`src/rtl/l2c_pkg.sv`:
```
/*
 * package for the second-level cache control register block: bit positions,
 * field codes, reset value and invalidation timing.
 * assumes a single core clock domain at 125 MHz.
 */
package l2c_pkg;

  localparam int unsigned CLK_PERIOD_PS   = 8000;
  // invalidation walk, about 32K core clocks, one tag entry per cycle
  localparam int unsigned TAG_INDEX_W     = 15;
  localparam int unsigned INVAL_CYCLES    = 32768;
  localparam logic [14:0] TAG_LAST        = 15'h7fff;
  localparam int unsigned DLL_LOCK_CLKS   = 640;
  localparam int unsigned DLL_CNT_W       = 10;

  // hold times in ps
  localparam int unsigned HOLD_0P5_PS     = 500;
  localparam int unsigned HOLD_1P0_PS     = 1000;

  localparam int unsigned BIT_ENABLE      = 0;
  localparam int unsigned BIT_PARITY      = 1;
  localparam int unsigned POS_SIZE        = 2;
  localparam int unsigned POS_CLK         = 4;
  localparam int unsigned POS_RAM         = 7;
  localparam int unsigned BIT_DATA_ONLY   = 9;
  localparam int unsigned BIT_INVAL       = 10;
  localparam int unsigned BIT_SLEEP       = 11;
  localparam int unsigned BIT_WT          = 12;
  localparam int unsigned BIT_TS          = 13;
  localparam int unsigned POS_HOLD        = 14;
  localparam int unsigned BIT_DLL_SLOW    = 16;
  localparam int unsigned BIT_DIFF        = 17;
  localparam int unsigned BIT_BYPASS      = 18;
  localparam int unsigned BIT_BUSY        = 31;
  localparam logic [31:0] WRITE_MASK      = 32'h0007_ffff;
  localparam logic [31:0] CTRL_RESET      = 32'h0000_0000;

  localparam logic [1:0]  SIZE_256K       = 2'h1;
  localparam logic [1:0]  SIZE_512K       = 2'h2;
  localparam logic [1:0]  SIZE_1M         = 2'h3;

  localparam logic [2:0]  CLK_OFF         = 3'h0;
  localparam logic [2:0]  CLK_DIV1        = 3'h1;
  localparam logic [2:0]  CLK_DIV1P5      = 3'h2;
  localparam logic [2:0]  CLK_DIV2        = 3'h4;
  localparam logic [2:0]  CLK_DIV2P5      = 3'h5;
  localparam logic [2:0]  CLK_DIV3        = 3'h6;

  localparam logic [1:0]  RAM_FLOW        = 2'h0;
  localparam logic [1:0]  RAM_PIPE        = 2'h2;
  localparam logic [1:0]  RAM_LATE        = 2'h3;

  typedef enum logic [1:0] {CDIV_NONE, CDIV_HALF, CDIV_INT} l2c_cdiv_t;

  // decoded configuration presented to the cache datapath
  typedef struct packed {
    logic       cache_on;
    logic       parity_on;
    logic [1:0] size_sel;
    logic       size_bad;
    logic [1:0] ram_type;
    logic       ram_bad;
    logic       icache_allow;
    logic       write_through;
    logic       l1_push_to_l2;
    logic       drop_miss_store;
    logic       hold_long;
    logic       hold_bad;
  } l2c_cfg_t;

  // clocking controls for the ram clock generator
  typedef struct packed {
    logic       clk_run;
    logic       dll_on;
    logic       dll_slow;
    logic       dll_bypass;
    logic       diff_pair;
    logic [2:0] half_periods;
    logic       ratio_bad;
  } l2c_clkcfg_t;

  // returns core half-cycles per ram clock period for a ratio code
  function automatic logic [2:0] ratio_half_periods(input logic [2:0] code);
    unique case (code)
      CLK_DIV1:   ratio_half_periods = 3'h2;
      CLK_DIV1P5: ratio_half_periods = 3'h3;
      CLK_DIV2:   ratio_half_periods = 3'h4;
      CLK_DIV2P5: ratio_half_periods = 3'h5;
      CLK_DIV3:   ratio_half_periods = 3'h6;
      default:    ratio_half_periods = 3'h0;
    endcase
  endfunction

endpackage

```
`src/rtl/l2c_inval_walk.sv`:
```
/*
 * tag invalidation walker: steps one tag entry per enabled cycle,
 * emitting a clear strobe with the entry index.
 * assumes the tag array accepts one clear per cycle.
 */
`timescale 1ns/1ps
module l2c_inval_walk
  import l2c_pkg::*;
(
  input  wire logic                   i_clk,
  input  wire logic                   i_arst_n,
  input  wire logic                   i_ce,
  input  wire logic                   i_start,
  output logic                        o_busy,
  output logic                        o_tag_clr,
  output logic [TAG_INDEX_W-1:0]      o_tag_idx
);

  typedef enum logic {WS_IDLE, WS_RUN} l2c_wstate_t;

  typedef struct packed {
    l2c_wstate_t              st;
    logic [TAG_INDEX_W-1:0]   idx;
    logic                     clr;
  } l2c_walk_t;

  l2c_walk_t r;
  l2c_walk_t next_r;

  ////////////////////////////////////////////////////////////////////////
  always_comb begin
    next_r = r;
    next_r.clr = 1'b0;
    unique case (r.st)
      WS_IDLE: begin
        if (i_start) begin
          next_r.st  = WS_RUN;
          next_r.idx = '0;
        end
      end
      WS_RUN: begin
        next_r.clr = 1'b1;               // clear tag, status and lru
        if (r.clr && r.idx == TAG_LAST) begin
          next_r.st  = WS_IDLE;
          next_r.clr = 1'b0;
        end else if (r.clr) begin
          next_r.idx = r.idx + 1'b1;
        end
      end
    endcase
  end

  always_ff @(posedge i_clk or negedge i_arst_n) begin
    if (!i_arst_n) begin
      r <= '{st: WS_IDLE, idx: '0, clr: 1'b0};
    end else if (i_ce) begin
      r <= next_r;
    end
  end

  assign o_busy    = (r.st == WS_RUN);
  assign o_tag_clr = r.clr;
  assign o_tag_idx = r.idx;
endmodule

```
`src/rtl/l2c_ctrl.sv`:
```
/*
 * second-level cache control register and its global invalidation engine.
 * assumes the special-register port delivers a one-cycle write strobe;
 * reads are combinational-free: the read word is registered every enabled cycle.
 */
// Overview of operation
// bit 0 enables cache, bit 1 parity
// bits 2-3 select ram size
// bits 4-6 set core clock divide ratio
// bits 7-8 select sram interface type
// bit 9 set allows instruction caching
// bit 10 set starts global invalidation
// bit 11 drives ram sleep automatically
// bit 12 selects write-through mode
// bit 13 sends l1 pushes into cache
// test support drops missing single-beat stores
// bits 14-15 select output hold time
// bit 16 puts dll in slow mode
// bit 17 joins clock outputs differentially
// bit 18 bypasses the dll
// bit 31 reads invalidation in progress
// reset leaves cache and dll disabled
// software waits 640 ram clocks lock
// nonzero ratio enables dll automatically
// hardware walks every tag clearing it
// invalidate only while cache disabled
// invalidation about 32k cycles, busy clears
// software clears invalidate, then re-enables
// whole register resets to zero
// busy set cycle after invalidate written
`timescale 1ns/1ps
module l2c_ctrl
  import l2c_pkg::*;
(
  input  wire logic                   i_clk,
  input  wire logic                   i_arst_n,
  input  wire logic                   i_ce,
  input  wire logic                   i_spr_we,
  input  wire logic [31:0]            i_spr_wdata,
  input  wire logic                   i_ram_idle,
  input  wire logic                   i_queue_ack_in,
  output logic [31:0]                 o_spr_rdata,
  output l2c_cfg_t                    o_cfg,
  output l2c_clkcfg_t                 o_clkcfg,
  output logic                        o_ram_sleep_out,
  output logic                        o_ram_clock_out_a,
  output logic                        o_ram_clock_out_b,
  output logic                        o_dll_locked,
  output logic                        o_tag_clr,
  output logic [TAG_INDEX_W-1:0]      o_tag_idx
);

  typedef struct packed {
    logic [31:0]             ctrl;       // bit 31 unused here, busy merged on read
    logic [31:0]             rdata;
    logic                    inval_q;
    logic                    busy;
    l2c_cfg_t                cfg;
    l2c_clkcfg_t             ccfg;
    logic                    sleep;
    logic [3:0]              phase;      // half-period counter of core edges
    logic                    clk_a;
    logic                    clk_b;
    logic [DLL_CNT_W-1:0]    lock_cnt;
    logic                    locked;
    logic                    tclr;
    logic [TAG_INDEX_W-1:0]  tidx;
  } l2c_state_t;

  l2c_state_t r;
  l2c_state_t next_r;

  logic                      walk_busy;
  logic                      walk_clr;
  logic [TAG_INDEX_W-1:0]    walk_idx;
  logic                      inval_start;
  logic [2:0]                ratio;

  assign ratio       = r.ctrl[POS_CLK +: 3];
  // rising edge of the invalidate bit kicks the walker
  assign inval_start = r.ctrl[BIT_INVAL] && !r.inval_q;

  ////////////////////////////////////////////////////////////////////////
  l2c_inval_walk u_walk (
    .i_clk     (i_clk),
    .i_arst_n  (i_arst_n),
    .i_ce      (i_ce),
    .i_start   (inval_start),
    .o_busy    (walk_busy),
    .o_tag_clr (walk_clr),
    .o_tag_idx (walk_idx)
  );

  ////////////////////////////////////////////////////////////////////////
  always_comb begin
    next_r = r;
    if (i_spr_we) begin
      next_r.ctrl = i_spr_wdata & WRITE_MASK;   // reserved bits stay zero
    end
    next_r.inval_q = r.ctrl[BIT_INVAL];
    // busy rises on the same edge the walker starts, drops after last tag
    next_r.busy = inval_start || walk_busy;
    next_r.rdata = {next_r.busy, next_r.ctrl[30:0]};
    next_r.tclr = walk_clr;
    next_r.tidx = walk_idx;

    // decoded datapath configuration
    next_r.cfg.cache_on        = r.ctrl[BIT_ENABLE];
    next_r.cfg.parity_on       = r.ctrl[BIT_PARITY];
    next_r.cfg.size_sel        = r.ctrl[POS_SIZE +: 2];
    next_r.cfg.size_bad        = (r.ctrl[POS_SIZE +: 2] == 2'h0);
    next_r.cfg.ram_type        = r.ctrl[POS_RAM +: 2];
    next_r.cfg.ram_bad         = (r.ctrl[POS_RAM +: 2] == 2'h1);
    // set means instructions may be cached, as the field table reads
    next_r.cfg.icache_allow    = r.ctrl[BIT_DATA_ONLY];
    next_r.cfg.write_through   = r.ctrl[BIT_WT];
    next_r.cfg.l1_push_to_l2   = r.ctrl[BIT_TS];
    next_r.cfg.drop_miss_store = r.ctrl[BIT_TS];
    next_r.cfg.hold_long       = (r.ctrl[POS_HOLD +: 2] == 2'h1);
    next_r.cfg.hold_bad        = r.ctrl[POS_HOLD + 1];

    next_r.ccfg.clk_run      = (ratio != CLK_OFF);
    next_r.ccfg.dll_on       = (ratio != CLK_OFF) && !r.ctrl[BIT_BYPASS];
    next_r.ccfg.dll_slow     = r.ctrl[BIT_DLL_SLOW];
    next_r.ccfg.dll_bypass   = r.ctrl[BIT_BYPASS];
    next_r.ccfg.diff_pair    = r.ctrl[BIT_DIFF];
    next_r.ccfg.half_periods = ratio_half_periods(ratio);
    next_r.ccfg.ratio_bad    = (ratio == 3'h3) || (ratio == 3'h7);

    // sleep only when automatic control is on and the ram is quiet
    next_r.sleep = r.ctrl[BIT_SLEEP] && i_ram_idle && !r.busy
                   && !(i_queue_ack_in && !r.ctrl[BIT_ENABLE]);

    // ram clock: phase gains four per core edge and half_periods marks half
    // a ram period; half ratios are approximated on core edges, the dll
    // trims phase in the pad
    if (r.ccfg.half_periods == 3'h0) begin
      next_r.phase = 4'h0;
      next_r.clk_a = 1'b0;
    end else if (r.phase + 4'h4 >= {1'b0, r.ccfg.half_periods}) begin
      next_r.phase = r.phase + 4'h4 - {1'b0, r.ccfg.half_periods};
      // divide by one cannot toggle twice per core edge: cap the phase
      if (next_r.phase >= {1'b0, r.ccfg.half_periods}) begin
        next_r.phase = 4'h0;
      end
      next_r.clk_a = !r.clk_a;
    end else begin
      next_r.phase = r.phase + 4'h4;
    end
    // differential: b is the complement; else an independent copy
    next_r.clk_b = r.ccfg.diff_pair ? !next_r.clk_a : next_r.clk_a;

    // lock indicator counts ram clock rising edges after dll start
    if (!r.ccfg.dll_on) begin
      next_r.lock_cnt = '0;
      next_r.locked   = r.ccfg.dll_bypass && r.ccfg.clk_run;
    end else if (!r.locked && next_r.clk_a && !r.clk_a) begin
      next_r.lock_cnt = r.lock_cnt + 1'b1;
      next_r.locked   = (r.lock_cnt == DLL_CNT_W'(DLL_LOCK_CLKS - 1));
    end
  end

  always_ff @(posedge i_clk or negedge i_arst_n) begin
    if (!i_arst_n) begin
      r <= '0;                     // cache and dll off, register zero
    end else if (i_ce) begin
      r <= next_r;
    end
  end

  assign o_spr_rdata       = r.rdata;
  assign o_cfg             = r.cfg;
  assign o_clkcfg          = r.ccfg;
  assign o_ram_sleep_out   = r.sleep;
  assign o_ram_clock_out_a = r.clk_a;
  assign o_ram_clock_out_b = r.clk_b;
  assign o_dll_locked      = r.locked;
  assign o_tag_clr         = r.tclr;
  assign o_tag_idx         = r.tidx;
endmodule

```
`config.mk`:
```
export PLATFORM = sky130hd
export DESIGN_NAME = l2c_ctrl
export DESIGN_NICKNAME = d
export VERILOG_FILES = /design/src/rtl/l2c_pkg.sv /design/src/rtl/l2c_inval_walk.sv /design/src/rtl/l2c_ctrl.sv
export SDC_FILE = /design/constraint.sdc
export NUM_CORES = 1
export LEC_CHECK = 0
export BUFFER_PORTS_ARGS = -buffer_cell sky130_fd_sc_hd__buf_2
export CAP_MARGIN = 20
export CORE_ASPECT_RATIO = 0.6
export CORE_UTILIZATION = 26
export DETAILED_ROUTE_END_ITERATION = 6
export GPL_TIMING_DRIVEN = 0
export PLACE_DENSITY = 0.58
export SLEW_MARGIN = 20
export SYNTH_ARGS = -nofsm -noshare
export SYNTH_HDL_FRONTEND = slang
export SYNTH_HIERARCHICAL = 1
export SYNTH_SLANG_ARGS = --single-unit
export TNS_END_PERCENT = 5
```
`constraint.sdc`:
```
create_clock -name i_clk -period 2.5 [get_ports i_clk]
set_clock_uncertainty 0.05 [all_clocks]
set_input_delay 0.375 -clock i_clk [delete_from_list [all_inputs] [get_ports i_clk]]
set_output_delay 0.375 -clock i_clk [all_outputs]
set_load 0.05 [all_outputs]
```
Word level (Yosys, flattened, before mapping)
Index checks and enable logic that the tools add are counted.
{ "op_classes": {"addsub": 4, "order_cmp": 2, "n_eq_ne": 15, "mux": 15, "bitwise": 1, "n_reduce_logical": 25} }
{ "ops": {"columns": ["operator", "n"], "rows": [
  ["one-hot mux 16 bit (2 select lines)", 1],
  ["two-way mux 31 bit", 1],
  ["two-way mux 15 bit", 2],
  ["two-way mux 11 bit", 2],
  ["two-way mux 16 bit", 1],
  ["adder 15 x 1 -> 15 bit, second input constant", 1],
  ["== test 15 bit, second input constant", 1],
  ["one-hot mux 3 bit (5 select lines)", 1],
  ["== test 3 bit, second input constant", 4],
  ["adder 10 x 1 -> 10 bit, second input constant", 1],
  ["== test 10 bit, second input constant", 1],
  ["logical AND 1 bit", 10],
  ["greater-or-equal comparator 4 x 3 -> 1 bit", 2],
  ["logical NOT 1 bit", 8],
  ["two-way mux 4 bit", 2],
  ["== test 3 x 2 -> 1 bit, second input constant", 2],
  ["inequality test 2 bit, second input constant", 3],
  ["two-way mux 5 bit", 1],
  ["adder 4 x 3 -> 4 bit, second input constant", 1],
  ["== test 2 x 1 -> 1 bit, second input constant", 2],
  ["two-way mux 1 bit", 4],
  ["AND reduction 4 bit", 1],
  ["subtractor 4 x 3 -> 4 bit", 1],
  ["== test 3 x 1 -> 1 bit, second input constant", 1],
  ["other kinds (7)", 8]
]} }
{ "totals": {"ff_bits": 138, "inputBits": 38, "output_inout_bits": 75, "word_cells": 95} }

Longest topological paths before layout
{ "logic_depth": {"word_depth": 10, "depth_mapped": 10, "depth_no_buf": 10} }

Hierarchy
The synthesis kept the hierarchy.
{ "modules_own_cells": {"columns": ["mod", "instances", "cells_each", "area_per_inst_um2", "seq_area_each_um2"], "rows": [
  ["l2c_ctrl", 1, 353, 4003.8, 1926.8],
  ["l2c_inval_walk", 1, 101, 1001.0, 425.4]
]} }

Worst setup path after synthesis
OpenSTA, ideal clock, no wires.
{ "synth_path": {"kind": "flip-flop to flip-flop", "from": "register r (netlist bit o_clkcfg[1])", "to": "register r (netlist bit o_ram_clock_out_b)", "setup_ns": 0.128, "t_arrival_ns": 2.156, "required_time_ns": 2.322, "setup_slack_ns": 0.166, "stages_incl_launch_ff": 9, "n_path_buf": 1, "synth_period_minus_slack_ns": 2.334, "path_cell_list": "dfrtp_1 ha_1 inv_1 fa_1 a21o_1 a211oi_2 buf_2 mux2i_1 nand3_1"} }
{ "synth_via": {"elab_chain_cells": 5, "word_cells_on_any_way": 6, "cone_classes": "order compare (1); mux (3); reduce/logical (2)"} }
{ "synth_rtl": {"columns": ["item", "line", "rtl"], "rows": [
  ["start: declaration", "l2c_ctrl.sv:70", "l2c_state_t r;"],
  ["start signal: assignment", "l2c_ctrl.sv:167", "r <= next_r;"],
  ["greater-or-equal comparator 4 x 3 -> 1 bit", "l2c_ctrl.sv:140", "end else if (r.phase + 4'h4 >= {1'b0, r.ccfg.half_periods}) begin"],
  ["two-way mux 1 bit", "l2c_ctrl.sv:140", null],
  ["two-way mux 5 bit (*)", "l2c_ctrl.sv:137", "if (r.ccfg.half_periods == 3'h0) begin"],
  ["logical NOT 1 bit", "l2c_ctrl.sv:151", "next_r.clk_b = r.ccfg.diff_pair ? !next_r.clk_a : next_r.clk_a;"],
  ["two-way mux 1 bit (*)", "l2c_ctrl.sv:151", null]
]} }
Mark *: on every way between the ends. The rest lies on a longest branch, timed or not.
A chain may end at the register's enable or synchronous reset.

Worst setup path in the final report
{ "layout_path": {"from": "register r[29] (netlist bit)", "to": "register r[30] (netlist bit)"} }
{ "layout_via": {"elab_chain_cells": 6, "word_cells_on_any_way": 7, "cone_classes": "add/sub (2); order compare (2); mux (3)"} }
{ "layout_rtl": {"columns": ["item", "line", "rtl"], "rows": [
  ["adder 4 x 3 -> 4 bit (*)", "l2c_ctrl.sv:140, l2c_ctrl.sv:141, l2c_ctrl.sv:148", null],
  ["subtractor 4 x 3 -> 4 bit", "l2c_ctrl.sv:141", "next_r.phase = r.phase + 4'h4 - {1'b0, r.ccfg.half_periods};"],
  ["greater-or-equal comparator 4 x 3 -> 1 bit", "l2c_ctrl.sv:143", "if (next_r.phase >= {1'b0, r.ccfg.half_periods}) begin"],
  ["two-way mux 4 bit", "l2c_ctrl.sv:143", null],
  ["two-way mux 4 bit (*)", "l2c_ctrl.sv:140", null],
  ["two-way mux 5 bit (*)", "l2c_ctrl.sv:137", null]
]} }
Marked as above.

==> flow_summary.ini <==
[power_and_ir_drop]
p_int_mw = 3.36
pwr-share-clk_pct = 23.6
p_seq_share_pct = 36.6
power_frac_comb_pct = 39.7
totalPowerFinal_mw = 5.57
ir_worst_vdd_mv = 0.442
leakage_nw = 2.91
p_sw_mw = 2.22
power_density_mw_per_mm2 = 908
swShare_pct = 39.7

[route]
drtIter0Drc = 198
wl_um = 11800
vias = 3734
drt_pass1_iterations = 5
drc_errors = 0
vias_per_cell = 4.60
drtAntennaViolNets = 0
wl_per_cell_um = 14.6

[setup_path]
critPathBufInv = 2
r2r_slack_ps = 70
crit_family = adder cells
cp_max_fo = 3
crit_path_top_delay_cell = or3b_2
r2r_cells = 10
timing.rr.end = r[30]
critPathRequiredTime_ps = 2710
setup.worst_path.end_class = flip-flop
max_stage_delay_ps = 470
start_kind = flip-flop
arrival_ps = 2640
cp_cell_sequence = inv_1, ha_1, inv_1, fa_2, xor2_2, ha_1, o21ai_1, a31oi_1, or3b_2, o2bb2ai_1
crit_type = flip-flop to flip-flop
r2r-start = r[29]

[timing]
min_period_ps = 2430
tightest_slew_ps = 746
fin_crit_sh_pct = 97.2
max_slew_margin_pct = 50.3
hold_viol = 0
setup_viol = 0
setup_ws_ps = 69.6
rsz0062_at_grt = true
fmax_ghz = 0.411
slew_viol_final = 0

[clock_tree]
h-tree-depth = 3
clock_latency_ps = 330
clk_path_buf_depth = 2
cts_tree = done
clock-sinks = 94
clk_root_buffer_cell = clkbuf_16
clkSlewWorstSetupHoldPaths_ps = 60
cts-buffers-inserted = 9

[layout]
nets = 615
drive_above_1_share_pct = 43.6
multi_input_area_mm2 = 0.00206
fill_cells = 1883
synthToLayoutAreaGrowth_pct = 22.7
antenna_cells = 0
ff_latch_area_mm2 = 0.00235

[global_route]
grt_pass1_vias = 3603
track_usage_pct = 12.4
grt_overflow_total = 0
antenna_found_initial = 0
grt_pass1_wl_um = 19300
grt_max_degree = 59

[yosys]
ys_warn_count = 6
synth_edf_count = 0
synth.area.top_cells = dfrtp_1, mux2_2, buf_4
ys_ff_latch = 94
yosysTopAreaCell = dfrtp_1
async_reset_ff_share_pct = 100
postSynthCellCount = 454
syn_area_per_cell_um2 = 11.0
ys_seq_area_share_pct = 47.0
synth_most_common_cell = dfrtp_1
synth_area_mm2 = 0.00500
yosysTopAreaCellShare_pct = 47.0
synth_cell_types = 59
synth_top_flop_cell = dfrtp_1
ys_top_cells_by_count = dfrtp_1, buf_4, mux2_2, nand3_1, nand2_1

[floorplanning]
die_y_um = 109
die_x_um = 181
num_rows = 38
core_mm2 = 0.0184
die_area_mm2 = 0.0198
start_util_pct = 27.1
num_io_pins = 113

[min_path]
holdPathEnd = next_r[58]
hold_start = i_spr_wdata[10]
hold_class = primary input to flip-flop
hold_depth = 2

[flow_run]
maxCapViolations = 0

[place]
gp_congestion = 0.826
hpwl_um = 8550
dpl_worst_slack_ps = -404
numPortBuffers = 87

[run_status]
status = finished, final reports clean
-- sequential cells by signal, summed over array words and instances, names as in the netlist, 9 cells and up --
signal and count:
r 20, o_tag_idx 15, next_r 14, o_cfg 13, o_clkcfg 9, u_walk/o_tag_idx 15
-- per-layer routing --
layer / vias to the layer above / part of all wire, % / routed length, µm / GRT usage, %
li1: 1790 / - / - / -
met1: 1828 / 50 / 5970 / 17.5
met2: 104 / 43 / 5100 / 18.3
met3: 12 / 5.5 / 646 / 3.48
met4: 0 / 0.95 / 112 / 3.51
met5: - / 0 / 0 / 0
-- cells in the final DEF (no fill, tap or decap), types with 5 or more instances in the layout --
master	netlist	routed
dfrtp_1	94	92
buf_2	5	91
buf_4	72	75
mux2_2	52	52
nand3_1	23	23
nand2_1	21	21
inv_1	13	13
nor2_1	13	13
clkbuf_1	9	12
conb_1	1	12
o21ai_0	12	11
a21oi_1	11	11
nand2b_1	9	9
nand4_1	9	9
clkbuf_16	0	9
mux2i_1	8	8
a31oi_1	8	8
ha_1	8	8
o311ai_0	7	7
nor3_1	7	7
nor2b_1	5	5
o211ai_1	5	5
-- power by group through the flow --
stage | sequential, mW | combinational, mW | clock (mW)
2_1_floorplan | 2.08 | 1.63 | 0
3_3_place_gp | 2.06 | 2.09 | 0
3_5_place_dp | 2.07 | 2.14 | 0
4_1_cts | 2.05 | 2.20 | 1.37
5_1_grt | 2.09 | 2.38 | 1.43
6_report | 2.04 | 2.22 | 1.32
-- how the worst max path moves through the flow --
stage	start	to	slack, ps	depth (start not counted)
2_1_floorplan	o_clkcfg[1]	o_ram_clock_out_b	170	8
3_3_place_gp	o_clkcfg[1]	o_ram_clock_out_b	-300	8
3_5_place_dp	o_clkcfg[1]	o_ram_clock_out_b	-400	8
4_1_cts	o_clkcfg[1]	r[30]	-8	9
5_1_grt	r[29]	r[30]	-30	10
6_report	r[29]	r[30]	70	10
-- what timing repair did --
action,4_1_cts,5_1_grt
hold endpoints to repair,36,0
hold buffers,1,0
endpoints found under the setup margin,15,3
pin swaps,1,0
setup buffers,2,1
resized for setup,3,3
-- worst reg2reg max path: stages, from the launching register on --
cell       delay (ps)
dfrtp_1           400
inv_1              60
ha_1              160
inv_1              60
fa_2              370
xor2_2            200
ha_1              280
o21ai_1            80
a31oi_1            90
or3b_2            470
o2bb2ai_1         140
-- final cells by class --
type	count	share of cell area [%]
flip-flops and latches	94	38.4
multi-input cells	271	33.5
repair buffers	92	8.17
inverters	13	0.795
clock inverters	2	0.571
well taps	240	4.89
plain buffers	87	9.82
clock buffers	12	3.85
-- cell families (layout without fill, tap and decap cells) --
kind of cell	count (synthesis)	count (layout)	synth area share, %
buffers and inverters	100	206	13.0
other	1	12	0.0749
XOR/XNOR	3	3	0.525
multiplexers	60	60	13.3
AND/OR/NAND/NOR	116	116	13.3
flip-flops	94	94	47.0
AO/OA/AOI/OAI	71	71	10.4
adder cells (fa/ha/maj)	9	9	2.40
-- metrics by stage --
stage | cells | TNS, ps | instance area [µm²] | hold WS [ps] | utilization (%)
after CTS | 810 | -9.14 | 6120 | 206 | 33.2
after global routing | 811 | -43.3 | 6140 | 203 | 33.3
final | 811 | 0 | 6140 | 221 | 33.3
after floorplan | 465 | 0 | 5050 | 29.4 | -
after detailed placement | 793 | -3750 | 5820 | 255 | 31.5
after global placement | 792 | -2580 | 5780 | 440 | 31.3
(Power assumes the default switching activity.)
